**src/design/vtea_pkg.sv**
```systemverilog
// Purpose: Shared constants for the VLAN table access block.
// Assumes: 32-bit AXI4-Lite register bus, byte address = 4 x register index.
// Notes: Three switch ports, sixteen VLAN entries.
`default_nettype none
package vtea_pkg;
  // ==========================================================
  // Sizes
  localparam int unsigned NUM_ENTRIES = 16;
  localparam int unsigned NUM_PORTS = 3;
  localparam int unsigned ADDR_W = 16;
  localparam int unsigned ENTRY_W = 18;
  localparam int unsigned PREC_W = 15;
  localparam int unsigned VID_W = 12;
  localparam int unsigned PRIO_W = 3;
  localparam int unsigned CMD_W = 6;
  localparam int unsigned CFG_W = 7;
  // ==========================================================
  // Register indices and byte addresses
  localparam logic [13:0] IDX_WR_DATA = 14'h180c;
  localparam logic [13:0] IDX_RD_DATA = 14'h180e;
  localparam logic [13:0] IDX_CMD = 14'h1810;
  localparam logic [13:0] IDX_CFG = 14'h1812;
  localparam logic [15:0] ADDR_WR_DATA = {IDX_WR_DATA, 2'b00};
  localparam logic [15:0] ADDR_RD_DATA = {IDX_RD_DATA, 2'b00};
  localparam logic [15:0] ADDR_CMD = {IDX_CMD, 2'b00};
  localparam logic [15:0] ADDR_CFG = {IDX_CFG, 2'b00};
  // ==========================================================
  // Field positions
  localparam int unsigned CMD_RNW_BIT = 5;
  localparam int unsigned CMD_SEL_BIT = 4;
  localparam int unsigned CMD_IDX_MSB = 3;
  localparam int unsigned VID_MSB = 11;
  localparam int unsigned UNTAG0_BIT = 12;
  localparam int unsigned MEMBER0_BIT = 13;
  localparam int unsigned PRIO_LSB = 12;
  localparam int unsigned PRIO_MSB = 14;
  localparam int unsigned CFG_HYBRID_LSB = 0;
  localparam int unsigned CFG_ADMIT_LSB = 3;
  localparam int unsigned CFG_VDIS_BIT = 6;
  // ==========================================================
  // Reset values and the null VID
  localparam logic [11:0] PVID_RST = 12'h001;
  localparam logic [2:0] PRIO_RST = 3'h0;
  localparam logic [17:0] ENTRY_RST = 18'h00000;
  localparam logic [31:0] RD_DATA_RST = 32'h00000000;
  localparam logic [5:0] CMD_RST = 6'h00;
  localparam logic [6:0] CFG_RST = 7'h00;
  localparam logic [11:0] NULL_VID = 12'h000;
  // ==========================================================
  // Bus answers
  localparam logic [1:0] RESP_OKAY = 2'h0;
  localparam logic [1:0] RESP_SLVERR = 2'h2;
  localparam logic [1:0] RESP_DECERR = 2'h3;

  // Per-port membership and tag-removal bits of an entry
  function automatic logic [2:0] vtea_member_bits(input logic [17:0] e);
    vtea_member_bits = {e[MEMBER0_BIT + 4], e[MEMBER0_BIT + 2], e[MEMBER0_BIT]};
  endfunction

  function automatic logic [2:0] vtea_untag_bits(input logic [17:0] e);
    vtea_untag_bits = {e[UNTAG0_BIT + 4], e[UNTAG0_BIT + 2], e[UNTAG0_BIT]};
  endfunction
endpackage
`default_nettype wire

```
**src/design/vtea_tbl_if.sv**
```systemverilog
// Purpose: Carrier between the access logic and the table store.
// Assumes: One clock domain.
// Notes: Access and lookup are combinational through the store.
`default_nettype none
interface vtea_tbl_if;
  logic acc_go;
  logic acc_rnw;
  logic acc_sel;
  logic [3:0] acc_idx;
  logic [17:0] acc_wdata;
  logic [17:0] acc_rdata;
  logic [11:0] lk_vid;
  logic lk_hit;
  logic [17:0] lk_entry;
  logic [1:0] lk_port;
  logic [14:0] lk_prec;
  modport tbl (input acc_go, acc_rnw, acc_sel, acc_idx, acc_wdata, lk_vid, lk_port,
               output acc_rdata, lk_hit, lk_entry, lk_prec);
  modport ctl (output acc_go, acc_rnw, acc_sel, acc_idx, acc_wdata, lk_vid, lk_port,
               input acc_rdata, lk_hit, lk_entry, lk_prec);
endinterface
`default_nettype wire

```
**src/design/vtea_table.sv**
```systemverilog
// Purpose: VLAN table and port default record store with VID lookup.
// Assumes: Index beyond port 2 in the port table is ignored.
// Notes: Lowest matching entry wins a lookup.
`default_nettype none
module vtea_table #(
  parameter int unsigned ENTRIES = vtea_pkg::NUM_ENTRIES,
  parameter int unsigned PORTS = vtea_pkg::NUM_PORTS
) (
  input wire logic clock_i, // Switch clock
  input wire logic rst_i,   // Async reset, high
  vtea_tbl_if.tbl bus       // Access and lookup
);
  logic [17:0] vlan_ff [ENTRIES];
  logic [17:0] nxt_vlan [ENTRIES];
  logic [14:0] prec_ff [PORTS];
  logic [14:0] nxt_prec [PORTS];

  // ==========================================================
  // Table writes
  always_comb begin
    nxt_vlan = vlan_ff;
    nxt_prec = prec_ff;
    if (bus.acc_go && !bus.acc_rnw) begin
      if (bus.acc_sel) begin
        if (32'(bus.acc_idx) < PORTS) begin
          nxt_prec[bus.acc_idx[1:0]] = bus.acc_wdata[14:0];
        end
      end else begin
        nxt_vlan[bus.acc_idx] = bus.acc_wdata;
      end
    end
  end

  always_ff @(posedge clock_i or posedge rst_i) begin
    if (rst_i) begin
      for (int i = 0; i < ENTRIES; i++) begin
        vlan_ff[i] <= vtea_pkg::ENTRY_RST;
      end
      for (int p = 0; p < PORTS; p++) begin
        prec_ff[p] <= {vtea_pkg::PRIO_RST, vtea_pkg::PVID_RST};
      end
    end else begin
      vlan_ff <= nxt_vlan;
      prec_ff <= nxt_prec;
    end
  end

  // ==========================================================
  // Reads and lookup
  always_comb begin
    bus.acc_rdata = vtea_pkg::ENTRY_RST;
    if (bus.acc_sel) begin
      if (32'(bus.acc_idx) < PORTS) begin
        bus.acc_rdata = {3'h0, prec_ff[bus.acc_idx[1:0]]};
      end
    end else begin
      bus.acc_rdata = vlan_ff[bus.acc_idx];
    end
  end

  always_comb begin
    bus.lk_hit = 1'b0;
    bus.lk_entry = vtea_pkg::ENTRY_RST;
    for (int i = ENTRIES - 1; i >= 0; i--) begin
      // Null VID marks a disabled entry and never matches
      if (vlan_ff[i][vtea_pkg::VID_MSB:0] == bus.lk_vid &&
          bus.lk_vid != vtea_pkg::NULL_VID) begin
        bus.lk_hit = 1'b1;
        bus.lk_entry = vlan_ff[i];
      end
    end
    bus.lk_prec = prec_ff[0];
    if (32'(bus.lk_port) < PORTS) begin
      bus.lk_prec = prec_ff[bus.lk_port];
    end
  end
endmodule
`default_nettype wire

```
**src/design/vtea_top.sv**
```systemverilog
// Purpose: AXI4-Lite access to the VLAN table and per-port default records,
//   plus the frame classifier that consumes them.
// Assumes: One write and one read at a time on the bus.
// Notes: Classification answers one cycle after rx_valid_i.
//
// Register access over AXI4-Lite is this design's own decision.
`default_nettype none
module vtea_top (
  input wire logic clock_i,          // 125 MHz switch clock
  input wire logic rst_i,            // Async reset, high
  // AXI4-Lite slave
  input wire logic [15:0] s_axi_awaddr_i, // Write address
  input wire logic s_axi_awvalid_i,  // Write address valid
  output logic s_axi_awready_o,      // Write address ready
  input wire logic [31:0] s_axi_wdata_i, // Write data
  input wire logic [3:0] s_axi_wstrb_i, // Write strobes
  input wire logic s_axi_wvalid_i,   // Write data valid
  output logic s_axi_wready_o,       // Write data ready
  output logic [1:0] s_axi_bresp_o,  // Write response
  output logic s_axi_bvalid_o,       // Write response valid
  input wire logic s_axi_bready_i,   // Write response ready
  input wire logic [15:0] s_axi_araddr_i, // Read address
  input wire logic s_axi_arvalid_i,  // Read address valid
  output logic s_axi_arready_o,      // Read address ready
  output logic [31:0] s_axi_rdata_o, // Read data
  output logic [1:0] s_axi_rresp_o,  // Read response
  output logic s_axi_rvalid_o,       // Read data valid
  input wire logic s_axi_rready_i,   // Read data ready
  // Frame classification
  input wire logic rx_valid_i,       // Received frame header present
  input wire logic [1:0] rx_port_i,  // Ingress port
  input wire logic rx_tagged_i,      // Frame carries a VLAN tag
  input wire logic [11:0] rx_vid_i,  // VID from the tag
  input wire logic rx_prio_chosen_i, // Another priority source chosen
  input wire logic [2:0] rx_prio_i,  // That chosen priority
  output logic cls_valid_o,          // Classification result valid
  output logic [11:0] cls_vid_o,     // Resolved VID
  output logic [2:0] cls_prio_o,     // Resolved priority
  output logic cls_admit_o,          // Frame admitted on ingress
  output logic [2:0] cls_egress_o,   // Egress broadcast domain ports
  output logic [2:0] cls_untag_o     // Egress ports that strip the tag
);
  vtea_tbl_if tbl_bus ();

  vtea_table #(
    .ENTRIES(vtea_pkg::NUM_ENTRIES),
    .PORTS(vtea_pkg::NUM_PORTS)
  ) u_table (
    .clock_i(clock_i),
    .rst_i(rst_i),
    .bus(tbl_bus)
  );

  // ==========================================================
  // Register state
  logic [17:0] wr_data_ff, nxt_wr_data;
  logic [5:0] cmd_ff, nxt_cmd;
  logic [6:0] cfg_ff, nxt_cfg;
  logic [31:0] rd_data_ff, nxt_rd_data;
  // ==========================================================
  // Write channel state
  logic aw_held_ff, nxt_aw_held;
  logic [15:0] awaddr_ff, nxt_awaddr;
  logic w_held_ff, nxt_w_held;
  logic [31:0] wdata_ff, nxt_wdata;
  logic [3:0] wstrb_ff, nxt_wstrb;
  logic awready_ff, nxt_awready;
  logic wready_ff, nxt_wready;
  logic bvalid_ff, nxt_bvalid;
  logic [1:0] bresp_ff, nxt_bresp;
  logic commit;
  logic [31:0] merged;
  // ==========================================================
  // Read channel state
  logic arready_ff, nxt_arready;
  logic rvalid_ff, nxt_rvalid;
  logic [31:0] rdata_ff, nxt_rdata;
  logic [1:0] rresp_ff, nxt_rresp;

  // Byte-lane merge of a write into an existing word
  function automatic logic [31:0] vtea_merge(input logic [31:0] old_v,
                                             input logic [31:0] new_v,
                                             input logic [3:0] strb);
    logic [31:0] r;
    r = old_v;
    for (int b = 0; b < 4; b++) begin
      if (strb[b]) begin
        r[8 * b +: 8] = new_v[8 * b +: 8];
      end
    end
    return r;
  endfunction

  // ==========================================================
  // Write path and table access
  always_comb begin
    nxt_aw_held = aw_held_ff;
    nxt_awaddr = awaddr_ff;
    nxt_w_held = w_held_ff;
    nxt_wdata = wdata_ff;
    nxt_wstrb = wstrb_ff;
    nxt_bvalid = bvalid_ff;
    nxt_bresp = bresp_ff;
    nxt_wr_data = wr_data_ff;
    nxt_cmd = cmd_ff;
    nxt_cfg = cfg_ff;
    nxt_rd_data = rd_data_ff;
    merged = 32'h00000000;
    tbl_bus.acc_go = 1'b0;
    if (awready_ff && s_axi_awvalid_i) begin
      nxt_aw_held = 1'b1;
      nxt_awaddr = s_axi_awaddr_i;
    end
    if (wready_ff && s_axi_wvalid_i) begin
      nxt_w_held = 1'b1;
      nxt_wdata = s_axi_wdata_i;
      nxt_wstrb = s_axi_wstrb_i;
    end
    if (bvalid_ff && s_axi_bready_i) begin
      nxt_bvalid = 1'b0;
    end
    commit = aw_held_ff && w_held_ff && !bvalid_ff;
    if (commit) begin
      nxt_aw_held = 1'b0;
      nxt_w_held = 1'b0;
      nxt_bvalid = 1'b1;
      nxt_bresp = vtea_pkg::RESP_OKAY;
      unique case (awaddr_ff)
        vtea_pkg::ADDR_WR_DATA: begin
          merged = vtea_merge({14'h0000, wr_data_ff}, wdata_ff, wstrb_ff);
          nxt_wr_data = merged[17:0];
        end
        vtea_pkg::ADDR_CMD: begin
          merged = vtea_merge({26'h0000000, cmd_ff}, wdata_ff, wstrb_ff);
          nxt_cmd = merged[5:0];
          // Writing the command's low byte launches the table access
          tbl_bus.acc_go = wstrb_ff[0];
        end
        vtea_pkg::ADDR_CFG: begin
          merged = vtea_merge({25'h0000000, cfg_ff}, wdata_ff, wstrb_ff);
          nxt_cfg = merged[6:0];
        end
        vtea_pkg::ADDR_RD_DATA: begin
          nxt_bresp = vtea_pkg::RESP_SLVERR;
        end
        default: begin
          nxt_bresp = vtea_pkg::RESP_DECERR;
        end
      endcase
    end
    // Access fields come from the command value being written
    tbl_bus.acc_rnw = nxt_cmd[vtea_pkg::CMD_RNW_BIT];
    tbl_bus.acc_sel = nxt_cmd[vtea_pkg::CMD_SEL_BIT];
    tbl_bus.acc_idx = nxt_cmd[vtea_pkg::CMD_IDX_MSB:0];
    tbl_bus.acc_wdata = wr_data_ff;
    if (tbl_bus.acc_go && tbl_bus.acc_rnw) begin
      nxt_rd_data = {14'h0000, tbl_bus.acc_rdata};
    end
    // Ready again only once the held beat is gone
    nxt_awready = !nxt_aw_held;
    nxt_wready = !nxt_w_held;
  end

  always_ff @(posedge clock_i or posedge rst_i) begin
    if (rst_i) begin
      aw_held_ff <= 1'b0;
      awaddr_ff <= 16'h0000;
      w_held_ff <= 1'b0;
      wdata_ff <= 32'h00000000;
      wstrb_ff <= 4'h0;
      awready_ff <= 1'b0;
      wready_ff <= 1'b0;
      bvalid_ff <= 1'b0;
      bresp_ff <= vtea_pkg::RESP_OKAY;
      wr_data_ff <= vtea_pkg::ENTRY_RST;
      cmd_ff <= vtea_pkg::CMD_RST;
      cfg_ff <= vtea_pkg::CFG_RST;
      rd_data_ff <= vtea_pkg::RD_DATA_RST;
    end else begin
      aw_held_ff <= nxt_aw_held;
      awaddr_ff <= nxt_awaddr;
      w_held_ff <= nxt_w_held;
      wdata_ff <= nxt_wdata;
      wstrb_ff <= nxt_wstrb;
      awready_ff <= nxt_awready;
      wready_ff <= nxt_wready;
      bvalid_ff <= nxt_bvalid;
      bresp_ff <= nxt_bresp;
      wr_data_ff <= nxt_wr_data;
      cmd_ff <= nxt_cmd;
      cfg_ff <= nxt_cfg;
      rd_data_ff <= nxt_rd_data;
    end
  end

  // ==========================================================
  // Read path
  always_comb begin
    nxt_rvalid = rvalid_ff;
    nxt_rdata = rdata_ff;
    nxt_rresp = rresp_ff;
    if (rvalid_ff && s_axi_rready_i) begin
      nxt_rvalid = 1'b0;
    end
    if (arready_ff && s_axi_arvalid_i) begin
      nxt_rvalid = 1'b1;
      nxt_rresp = vtea_pkg::RESP_OKAY;
      unique case (s_axi_araddr_i)
        vtea_pkg::ADDR_WR_DATA: nxt_rdata = {14'h0000, wr_data_ff};
        vtea_pkg::ADDR_CMD: nxt_rdata = {26'h0000000, cmd_ff};
        vtea_pkg::ADDR_CFG: nxt_rdata = {25'h0000000, cfg_ff};
        vtea_pkg::ADDR_RD_DATA: nxt_rdata = rd_data_ff;
        default: begin
          nxt_rdata = 32'h00000000;
          nxt_rresp = vtea_pkg::RESP_DECERR;
        end
      endcase
    end
    nxt_arready = !nxt_rvalid;
  end

  always_ff @(posedge clock_i or posedge rst_i) begin
    if (rst_i) begin
      arready_ff <= 1'b0;
      rvalid_ff <= 1'b0;
      rdata_ff <= 32'h00000000;
      rresp_ff <= vtea_pkg::RESP_OKAY;
    end else begin
      arready_ff <= nxt_arready;
      rvalid_ff <= nxt_rvalid;
      rdata_ff <= nxt_rdata;
      rresp_ff <= nxt_rresp;
    end
  end

  // ==========================================================
  // Frame classification
  logic cls_valid_ff, nxt_cls_valid;
  logic [11:0] cls_vid_ff, nxt_cls_vid;
  logic [2:0] cls_prio_ff, nxt_cls_prio;
  logic cls_admit_ff, nxt_cls_admit;
  logic [2:0] cls_egress_ff, nxt_cls_egress;
  logic [2:0] cls_untag_ff, nxt_cls_untag;
  logic vlan_off;
  logic [2:0] hybrid;
  logic [2:0] admit_out;
  logic [2:0] members;

  always_comb begin
    vlan_off = cfg_ff[vtea_pkg::CFG_VDIS_BIT];
    hybrid = cfg_ff[vtea_pkg::CFG_HYBRID_LSB +: 3];
    admit_out = cfg_ff[vtea_pkg::CFG_ADMIT_LSB +: 3];
    tbl_bus.lk_port = rx_port_i;
    nxt_cls_valid = rx_valid_i;
    nxt_cls_vid = rx_vid_i;
    if (vlan_off || !rx_tagged_i || rx_vid_i == vtea_pkg::NULL_VID) begin
      nxt_cls_vid = tbl_bus.lk_prec[vtea_pkg::VID_MSB:0];
    end
    tbl_bus.lk_vid = nxt_cls_vid;
    nxt_cls_prio = tbl_bus.lk_prec[vtea_pkg::PRIO_MSB:vtea_pkg::PRIO_LSB];
    if (rx_prio_chosen_i) begin
      nxt_cls_prio = rx_prio_i;
    end
    members = tbl_bus.lk_hit ? vtea_pkg::vtea_member_bits(tbl_bus.lk_entry) : 3'h0;
    nxt_cls_admit = members[rx_port_i] || admit_out[rx_port_i];
    nxt_cls_egress = members;
    // Hybrid egress ports drop the tag when the entry asks for it
    nxt_cls_untag = members & hybrid & vtea_pkg::vtea_untag_bits(tbl_bus.lk_entry);
    if (vlan_off) begin
      // With VLANs off every frame from ports 0 to 2 floods untouched
      nxt_cls_admit = 1'b1;
      nxt_cls_egress = 3'h7;
      nxt_cls_untag = 3'h0;
    end
    if (rx_port_i == 2'h3) begin
      nxt_cls_admit = 1'b0;
    end
  end

  always_ff @(posedge clock_i or posedge rst_i) begin
    if (rst_i) begin
      cls_valid_ff <= 1'b0;
      cls_vid_ff <= 12'h000;
      cls_prio_ff <= 3'h0;
      cls_admit_ff <= 1'b0;
      cls_egress_ff <= 3'h0;
      cls_untag_ff <= 3'h0;
    end else begin
      cls_valid_ff <= nxt_cls_valid;
      cls_vid_ff <= nxt_cls_vid;
      cls_prio_ff <= nxt_cls_prio;
      cls_admit_ff <= nxt_cls_admit;
      cls_egress_ff <= nxt_cls_egress;
      cls_untag_ff <= nxt_cls_untag;
    end
  end

  // ==========================================================
  // Outputs
  assign s_axi_awready_o = awready_ff;
  assign s_axi_wready_o = wready_ff;
  assign s_axi_bresp_o = bresp_ff;
  assign s_axi_bvalid_o = bvalid_ff;
  assign s_axi_arready_o = arready_ff;
  assign s_axi_rdata_o = rdata_ff;
  assign s_axi_rresp_o = rresp_ff;
  assign s_axi_rvalid_o = rvalid_ff;
  assign cls_valid_o = cls_valid_ff;
  assign cls_vid_o = cls_vid_ff;
  assign cls_prio_o = cls_prio_ff;
  assign cls_admit_o = cls_admit_ff;
  assign cls_egress_o = cls_egress_ff;
  assign cls_untag_o = cls_untag_ff;
endmodule
`default_nettype wire

```
**config.mk**
```make
export PLATFORM = sky130hd
export DESIGN_NAME = vtea_top
export DESIGN_NICKNAME = d
export VERILOG_FILES = /design/src/design/vtea_pkg.sv /design/src/design/vtea_tbl_if.sv /design/src/design/vtea_table.sv /design/src/design/vtea_top.sv
export SDC_FILE = /design/constraint.sdc
export NUM_CORES = 1
export LEC_CHECK = 0
export BUFFER_PORTS_ARGS = -buffer_cell sky130_fd_sc_hd__buf_2
export CORE_MARGIN = 2
export CORE_UTILIZATION = 55
export DETAILED_ROUTE_END_ITERATION = 8
export HOLD_SLACK_MARGIN = 0.08
export PLACE_DENSITY = 0.69
export RECOVER_POWER = 100
export SYNTH_ARGS = -nofsm -noshare
export SYNTH_HDL_FRONTEND = slang
export SYNTH_HIERARCHICAL = 1
export SYNTH_SLANG_ARGS = --single-unit
```
**constraint.sdc**
```tcl
create_clock -name clock_i -period 21.2 [get_ports clock_i]
set_input_delay 3.18 -clock clock_i [delete_from_list [all_inputs] [get_ports clock_i]]
set_output_delay 3.18 -clock clock_i [all_outputs]
set_load 0.02 [all_outputs]
```
* Word-level counts from Yosys, hierarchy flattened
Index checks and enable logic that the tools add are counted.
Cells by class: bitwise logic cells 6, $lt $le $gt $ge 8, multiplexer cells 77, eq/ne operators 25, reduce and logical (&&, ||, !) cells 47
Operators by type and width (count):
- two-way mux 18 bit | 20
- bitwise mux 288 bit | 1
- equality test 12 bit | 16
- equality test 16 x 15 -> 1 bit, second input constant | 8
- two-way mux 15 bit | 7
- binary-select mux 18 bit (select 4 bit) | 1
- demux 18 bit (select 4 bit) | 1
- one-hot mux 18 bit (4 select lines) | 1
- binary-select mux 15 bit (select 2 bit) | 2
- bitwise mux 45 bit | 1
- demux 15 bit (select 2 bit) | 1
- two-way mux 1 bit | 30
- logical AND 1 bit | 27
- two-way mux 6 bit | 3
- AND reduction 3 bit | 5
- logical NOT 12 bit | 1
- two-way mux 12 bit | 1
- two-way mux 3 bit | 4
- nonzero test 12 bit | 1
- bitwise AND 3 bit | 2
- greater-or-equal comparator 3 bit, second input constant | 2
- logical NOT 1 bit | 6
- NOT 2 -> 3 bit | 2
- greater-or-equal comparator 5 bit, second input constant | 1
- other kinds (16) | 19
Word-level totals: output and inout port bits 64, input bits 95, register bits after elaboration 485, word-level logic and storage cells 207

* Logic depth before layout (Yosys ltp)
Gate-level depths: netlist (run 1).
depth after elaboration 30, gate-level depth with buffers 21, mapped depth without buffers 16

* Cells and area by module
Netlist (run 1), hierarchy kept.
Modules (own cells, without submodules):
- vtea_table | times used 1, cells each 1726, area each 20609.8 um2, sequential area each 8336.7 um2
- vtea_top | times used 1, cells each 424, area each 5821.8 um2, sequential area each 3428.3 um2

* Worst setup path before layout (run 1)
Ideal clock, no wire load.
path type input to register, start input port rx_port_i[1], end register cls_admit_ff, in the netlist cls_admit_o, arrival time 7.304 ns, setup time 0.128 ns, required time 21.072 ns, cell stages on the path 19, path buffers 5, path slack 13.768 ns, path through clkbuf_1 clkbuf_1 buf_1 mux2i_1 a21oi_1 mux2_2 buf_4 nor4_2 and3_4 buf_6 nor4_4 or2_1 a2111o_1 a31oi_1 o21ai_1 a221o_1 a21o_1 nor3b_1 nor2_1
On the way: word-level cells in the longest chain between the ends 30, elaborated cells on any way between the ends 81, classes of those cells order compare (1); eq/ne (17); mux (44); bitwise (1); reduce/logical (18)
RTL lines:
- from (decl) | line vtea_top.sv:31 | input wire logic [1:0] rx_port_i,
- NOT 2 -> 3 bit (implied by the code) | line vtea_table.sv:74 | bus.lk_prec = prec_ff[bus.lk_port];
- binary-select mux 15 bit (select 2 bit) | line vtea_table.sv:74
- two-way mux 15 bit (implied by the code) (2 in series) | line vtea_table.sv:74
- two-way mux 15 bit * | line vtea_table.sv:73 | if (32'(bus.lk_port) < PORTS) begin
- net tbl_bus.lk_prec[8] | line vtea_tbl_if.sv:16 | logic [14:0] lk_prec;
- two-way mux 12 bit * | line vtea_top.sv:256 | if (vlan_off || !rx_tagged_i || rx_vid_i == vtea_pkg::NULL_VID) begin
- net nxt_cls_vid[8] | line vtea_top.sv:239 | logic [11:0] cls_vid_ff, nxt_cls_vid;
- equality test 12 bit or nonzero test 12 bit (tied branches) | line vtea_table.sv:66, vtea_table.sv:67
- [... 17 more ...]
- net tbl_bus.lk_entry[15] | line vtea_tbl_if.sv:14 | logic [17:0] lk_entry;
- two-way mux 3 bit * | line vtea_top.sv:264 | members = tbl_bus.lk_hit ? vtea_pkg::vtea_member_bits(tbl_bus.lk_entry) : 3'h0;
- binary-select mux 1 bit (select 2 bit) * | line vtea_top.sv:265 | nxt_cls_admit = members[rx_port_i] || admit_out[rx_port_i];
- two-way mux 1 bit (implied by the code) * | line vtea_top.sv:265
- logical OR 1 bit * | line vtea_top.sv:265
- two-way mux 1 bit * | line vtea_top.sv:269 | if (vlan_off) begin
- two-way mux 1 bit * | line vtea_top.sv:275 | if (rx_port_i == 2'h3) begin
- net nxt_cls_admit | line vtea_top.sv:241 | logic cls_admit_ff, nxt_cls_admit;
- to (signal assigned) | line vtea_top.sv:292 | cls_admit_ff <= nxt_cls_admit;
- to (decl) | line vtea_top.sv:241
Mark *: on every way through the listed nets, which the timed path passes. The rest lies on a longest branch. The select of a mux whose other input is x is not followed. A chain may end at the register's enable or synchronous reset.

* Worst setup path in the final report (run 1)
Ends and elaborated chain as after synthesis.

==> impl_metrics.yaml, run 1 <==
worst_setup_path:
  cp-end-kind: "flip-flop"
  startpoint: "rx_port_i[1]"
  worstPathMaxFanout: 46
  rr_endpoint: "u_table/vlan_ff[150]$_DFFE_PP0P_"
  reg2reg_depth: 8
  cp.required_ps: 21660
  cp_slowest_stage_delay_ps: 1690
  crit_path_cell_trace: "clkbuf_1, a211oi_1, a21oi_1, mux2_2, clkbuf_1, nor4_1, nand3_1, nand4_1, nor2b_1, a2111o_1, a31oi_1, o21ai_0, a221o_1, a21o_1, nor3b_1, nor2_1"
  rrSetupSlack_ps: 11190
  critPathTopFamily: "buffers and inverters"
  crit_path_frequent_cell: "clkbuf_1"
  worst-path-buf-inv: 2
  slowest_stage: "clkbuf_1"
  rr_startpoint: "awaddr_ff[15]$_DFFE_PP0P_"
  cp-start-kind: "input port"
  worstSetupPathType: "in -> reg"
  critPathArrivalTime_ps: 10960
final_layout:
  num-nets-final: 2053
  finalInstanceArea_um2: 27080
  antenna_cells: 0
  syn_to_final_growth_pct: 8.453
  layout.cells.non_filler: 2596
  drive_gt1_frac: 0.3462
placement:
  gp_routability_congestion: 0.8849
  place.detailed.hpwl_um: 46430
  place_area_um2: 25690
  portBuffers: 129
  dp_cells: 2505
timing:
  max_slew_margin: -2.992
  fmax_mhz: 95.29
  setup_viol: 0
  final_hold_viol_count: 0
  slew_viol_final: 927
  worst_pin_slew_ps: 5955
  finalClockSkew_ps: 21.68
  holdWs_ps: 486.3
  fin_tns_setup_ps: 0
  rsz0062_at_grt: "false"
  fin_crit_ps: 10490
  fin_crit_sh: 0.4950
power:
  peakVddDrop_mv: 0.06532
  pwr_density_cell_nw_per_um2: 76.78
  cellLeakagePower_nw: 12.37
  finalPower_mw: 2.079
clocking:
  clockBufferDepth: 3
  cts_htree_levels: 2
  clk_pin_slew_ps: 60
  cts_resized: 0
  cts_hold_buf: 0
  cts.sinks: 470
  ctsRootBufferMaster: "clkbuf_16"
  cts_tree: "done"
  clock_latency_ps: 600
  cts_made_buffers: 51
  cts_setup_buffers: 0
global_route:
  grt_pass1_wl_um: 106200
  track_usage: 0.2999
  grt-ovfl-total: 0
  grt_max_degree: 136
  grt_pass1_vias: 16750
  antenna_found_initial: 1
drt:
  drtAntennaViolNets: 0
  dr.first_iter.drc_count: 1580
  remaining_drc_errors: 0
  vias_per_cell: 6.406
  vias: 16630
  wire_per_inst_um: 26.75
  drt-pass1-iter-count: 6
  route.final.wire_length_um: 69460
status:
  violations: "capacitance limit, slew limit"
  status: "finished, violations left"
die:
  dieArea_um2: 47120
  die_w_um: 217.1
  num_rows: 78
  die_y_um: 217.1
  initial_core_util: 0.5538
  io-pin-count: 159
  coreArea_um2: 45090
logic_synthesis:
  syn_area_um2: 24970
  avgSynthCellArea_um2: 12.97
  yosysWarnings: 6
  synthCells: 1925
hold_path:
  holdCritPathClass: "reg -> reg"
  holdPathStages: 2
  worstHoldEndpoint: "s_axi_rdata_o[12]$_DFFE_PP0P_"
  holdCritStartpoint: "s_axi_rdata_o[12]$_DFFE_PP0P_"
run:
  drv_cap: 25
-- per-layer routing --
layer	part of all wire	global-route usage
met1	0.43	0.4244
met2	0.46	0.4691
met3	0.068	0.04920
met4	0.041	0.1126
met5	0.00023	0
-- how the worst max path moves through the flow --
stage | endpoint | slack [ps] | cells after the start
after floorplan | u_table/prec_ff[10]$_DFFE_PP0P_ | 8800 | 1
final | cls_admit_o$_DFF_PP0_ | 10710 | 16
after global placement | cls_admit_o$_DFF_PP0_ | 12190 | 17
after detailed placement | cls_admit_o$_DFF_PP0_ | 12110 | 17
after global routing | u_table/vlan_ff[231]$_DFFE_PP0P_ | 9340 | 4
after CTS | cls_admit_o$_DFF_PP0_ | 12690 | 17
-- worst min-delay path: stages (launching register included) --
cell,delay (ps)
dfrtp_1,340
nand2_1,50
o21ai_0,60
-- through the flow --
step | setup WS, ps | utilization
floorplan | 8800 | -
global placement | 12190 | 0.5697
detailed placement | 12110 | 0.5697
CTS | 12690 | 0.6075
global route | 9343 | 0.6006
finish | 10710 | 0.6006
-- cell type report --
cell class                 count  area, µm²
tap                          600      750.7
fill                        3642      18010
inverter                      31      118.9
timing repair buffer         154      680.7
sequential                   470      11770
clock buffer                  77       1506
clock inverter                14      197.7
multi-input combinational   1250      12060
-- flip-flops by register name, summed over array words and instances (netlist names), 2 cells and up --
signal,count
awaddr_ff,16
cfg_ff,7
cls_egress_o,3
cls_prio_o,3
cls_untag_o,3
cls_vid_o,12
cmd_ff,6
rd_data_ff,18
s_axi_bresp_o,2
s_axi_rdata_o,18
tbl_bus.acc_wdata,18
u_table/prec_ff,45
u_table/vlan_ff,288
wdata_ff,18
wstrb_ff,3
-- placed cells by master (no fill, tap or decap), drive strengths merged, types with 5 or more instances in the layout --
| cell | instances |
|---|---|
| a211oi | 18 |
| a21oi | 36 |
| a221oi | 6 |
| and2 | 6 |
| and3 | 6 |
| and4 | 7 |
| buf | 78 |
| bufinv | 5 |
| clkbuf | 153 |
| clkinv | 8 |
| conb | 14 |
| dfrtp | 467 |
| inv | 29 |
| mux2 | 432 |
| mux2i | 58 |
| mux4 | 90 |
| nand2 | 60 |
| nand2b | 10 |
| nand3 | 14 |
| nand4 | 36 |
| nor2 | 45 |
| nor2b | 26 |
| nor3 | 17 |
| nor4 | 45 |
| o21ai | 41 |
| o221ai | 5 |
| o22ai | 27 |
| xnor2 | 108 |
| xor2 | 84 |
-- power by group --
group          leakage, nW  total [mW]  internal, mW  switching (mW)
clock                0.838       0.914         0.548           0.366
sequential            6.42       0.976         0.942          0.0339
combinational         5.11       0.189        0.0788           0.110
(Power assumes the default switching activity.)
==> run 2: changes to the inputs <==
--- a/config.mk
+++ b/config.mk
@@ -10,7 +10,7 @@
 export CORE_UTILIZATION = 55
 export DETAILED_ROUTE_END_ITERATION = 8
 export HOLD_SLACK_MARGIN = 0.08
-export PLACE_DENSITY = 0.69
+export PLACE_DENSITY = 0.72
 export RECOVER_POWER = 100
 export SYNTH_ARGS = -nofsm -noshare
 export SYNTH_HDL_FRONTEND = slang
==> constraint.sdc (replaced) <==
create_clock -name clock_i -period 8.58 [get_ports clock_i]
set_input_delay 1.287 -clock clock_i [delete_from_list [all_inputs] [get_ports clock_i]]
set_output_delay 1.287 -clock clock_i [all_outputs]
set_load 0.02 [all_outputs]
==> run 2 against run 1 <==
The run still ends with capacitance limit, slew limit left. Non-clock buffer count decreased by 9. Utilization decreased by 0.29 points. Clock power increased by 130%. Die area unchanged. Highest routed layer is now met4.
==> impl_metrics.yaml, run 2 (synthesis results as in run 1) <==
timing:
  fin_crit_ps: 7057
  worst_pin_slew_ps: 4726
  slew_viol_final: 589
  holdWs_ps: 484.7
  fmax_mhz: 141.7
  rsz0062_at_grt: "false"
  setup_viol: 0
  fin_crit_sh: 0.8225
  max_slew_margin: -2.151
  fin_tns_setup_ps: 0
  finalClockSkew_ps: 20.93
  final_hold_viol_count: 0
drt:
  dr_wl_met3_um: 4375
  vias_per_cell: 6.346
  dr.first_iter.drc_count: 1694
  wire_per_inst_um: 26.08
  remaining_drc_errors: 0
  route.final.wire_length_um: 67240
  met2_length_um: 31810
  drt-pass1-iter-count: 5
  vias: 16360
  met1_length_um: 28580
  drtAntennaViolNets: 0
  dr.max_layer_used: "met4"
global_route:
  grt_pass1_wl_um: 103400
  track_usage: 0.2893
  antenna_found_initial: 0
  grt-ovfl-total: 0
  grt_max_degree: 186
  grt_pass1_vias: 16750
final_layout:
  num-nets-final: 2042
  drive_gt1_frac: 0.3463
  largest_reg_flops: 288
  largest_register: "u_table/vlan_ff"
  mostFrequentLayoutCells: "467 x dfrtp_1, 405 x mux2_2, 106 x xnor2_1, 90 x mux4_2, 84 x xor2_1"
  antenna_cells: 0
  syn_to_final_growth_pct: 7.932
  top_regs: "u_table/vlan_ff (288), u_table/prec_ff (45)"
  final_common_cell: "dfrtp_1"
  finalInstanceArea_um2: 26950
power:
  pwr_density_cell_nw_per_um2: 185.1
  swShare: 0.2474
  internal_power_mw: 3.755
  combPwrFrac: 0.092
  switchingPower_mw: 1.234
  pwr-share-seq: 0.483
  pwr-share-clk: 0.424
  cellLeakagePower_nw: 12.32
  peakVddDrop_mv: 0.2350
die:
  die_y_um: 217.1
  dieArea_um2: 47120
  io-pin-count: 159
  num_rows: 78
  die_w_um: 217.1
  coreArea_um2: 45090
  initial_core_util: 0.5538
placement:
  portBuffers: 129
  place.detailed.hpwl_um: 46000
  place_area_um2: 25620
  gp_routability_congestion: 0.9248
hold_path:
  holdCritStartpoint: "s_axi_rdata_o[14]$_DFFE_PP0P_"
  worstHoldEndpoint: "s_axi_rdata_o[14]$_DFFE_PP0P_"
  holdPathStages: 2
  holdCritPathClass: "reg -> reg"
worst_setup_path:
  worstPathMaxFanout: 42
  worstSetupPathType: "reg -> reg"
  slowest_stage: "mux2_1"
  crit_path_cell_trace: "nor3_1, nand3b_1, nor4_1, mux2_1, nand3_1, nor2b_1, mux2_2"
  cp-start-kind: "flip-flop"
  reg2reg_depth: 7
  cp.depth: 7
  cp-end-kind: "flip-flop"
  rr_endpoint: "u_table/vlan_ff[149]$_DFFE_PP0P_"
  cp_slowest_stage_delay_ps: 1820
  rrSetupSlack_ps: 1520
  critPathArrivalTime_ps: 7530
  cp.required_ps: 9060
  rr_startpoint: "awaddr_ff[9]$_DFFE_PP0P_"
  worst-path-buf-inv: 0
  critPathTopFamily: "simple AND/OR/NAND/NOR gates"
run:
  drv_cap: 9
clocking:
  cts_hold_buf: 0
  cts_resized: 0
  cts_tree: "done"
  cts_htree_levels: 2
  clock_latency_ps: 600
  clockBufferDepth: 3
  cts_setup_buffers: 0
  ctsRootBufferMaster: "clkbuf_16"
  clk_pin_slew_ps: 60
  cts.sinks: 470
  cts_made_buffers: 49
status:
  status: "finished, violations left"
  violations: "capacitance limit, slew limit"
## run 2: cell types whose count changed in the layout (fill, tap and decap cells not counted), sizes merged
cell	before	now
bufinv	5	3
clkinvlp	3	5
clkbuf	153	132
buf	78	81
## run 2: cell type report
cell class | count | area, µm²
clock buffers | 68 | 1419
clock inverters | 14 | 163.9
fillers | 3611 | 18140
inverters | 31 | 121.4
multi-input cells | 1250 | 12070
flip-flops and latches | 470 | 11770
well taps | 600 | 750.7
repair buffers | 145 | 659.4
## run 2: how the worst max path moves through the flow
| stage | startpoint | endpoint | slack, ps |
|---|---|---|---|
| 2_1_floorplan | rst_i | u_table/prec_ff[10]$_DFFE_PP0P_ | 2850 |
| 3_3_place_gp | rx_port_i[1] | cls_admit_o$_DFF_PP0_ | 1750 |
| 3_5_place_dp | rx_port_i[1] | cls_admit_o$_DFF_PP0_ | 1650 |
| 4_1_cts | rx_port_i[1] | cls_admit_o$_DFF_PP0_ | 2280 |
| 5_1_grt | rst_i | u_table/vlan_ff[23]$_DFFE_PP0P_ | 980 |
| 6_report | awaddr_ff[9]$_DFFE_PP0P_ | u_table/vlan_ff[149]$_DFFE_PP0P_ | 1520 |
## run 2: tightest hold or removal path, stage by stage, from the launching register on
cell and delay [ps]:
dfrtp_1 340, nand2_1 50, o21ai_0 60
## run 2: through the flow
stage	util	cells	total power, mW	worst slack [ps]
6_report	0.5978	2578	4.989	1523
5_1_grt	0.5978	2578	5.165	984.7
4_1_cts	0.6034	2578	5.037	2277
3_5_place_dp	0.5683	2496	2.924	1648
3_3_place_gp	0.5683	2496	2.908	1747
2_1_floorplan	-	1938	2.799	2847
## run 2: per-layer routing
metal / up-vias / track usage
met4: 0 / 0.1105
li1: 7012 / -
met1: 8580 / 0.3995
met2: 639 / 0.4640
met5: - / 0
met3: 130 / 0.04570
## run 2: power by group through the flow
stage	Combinational (mW)	Clock [mW]	Sequential, mW
finish	0.461	2.12	2.41
global route	0.501	2.24	2.43
CTS	0.477	2.15	2.41
detailed placement	0.473	0	2.45
global placement	0.463	0	2.44
floorplan	0.358	0	2.44
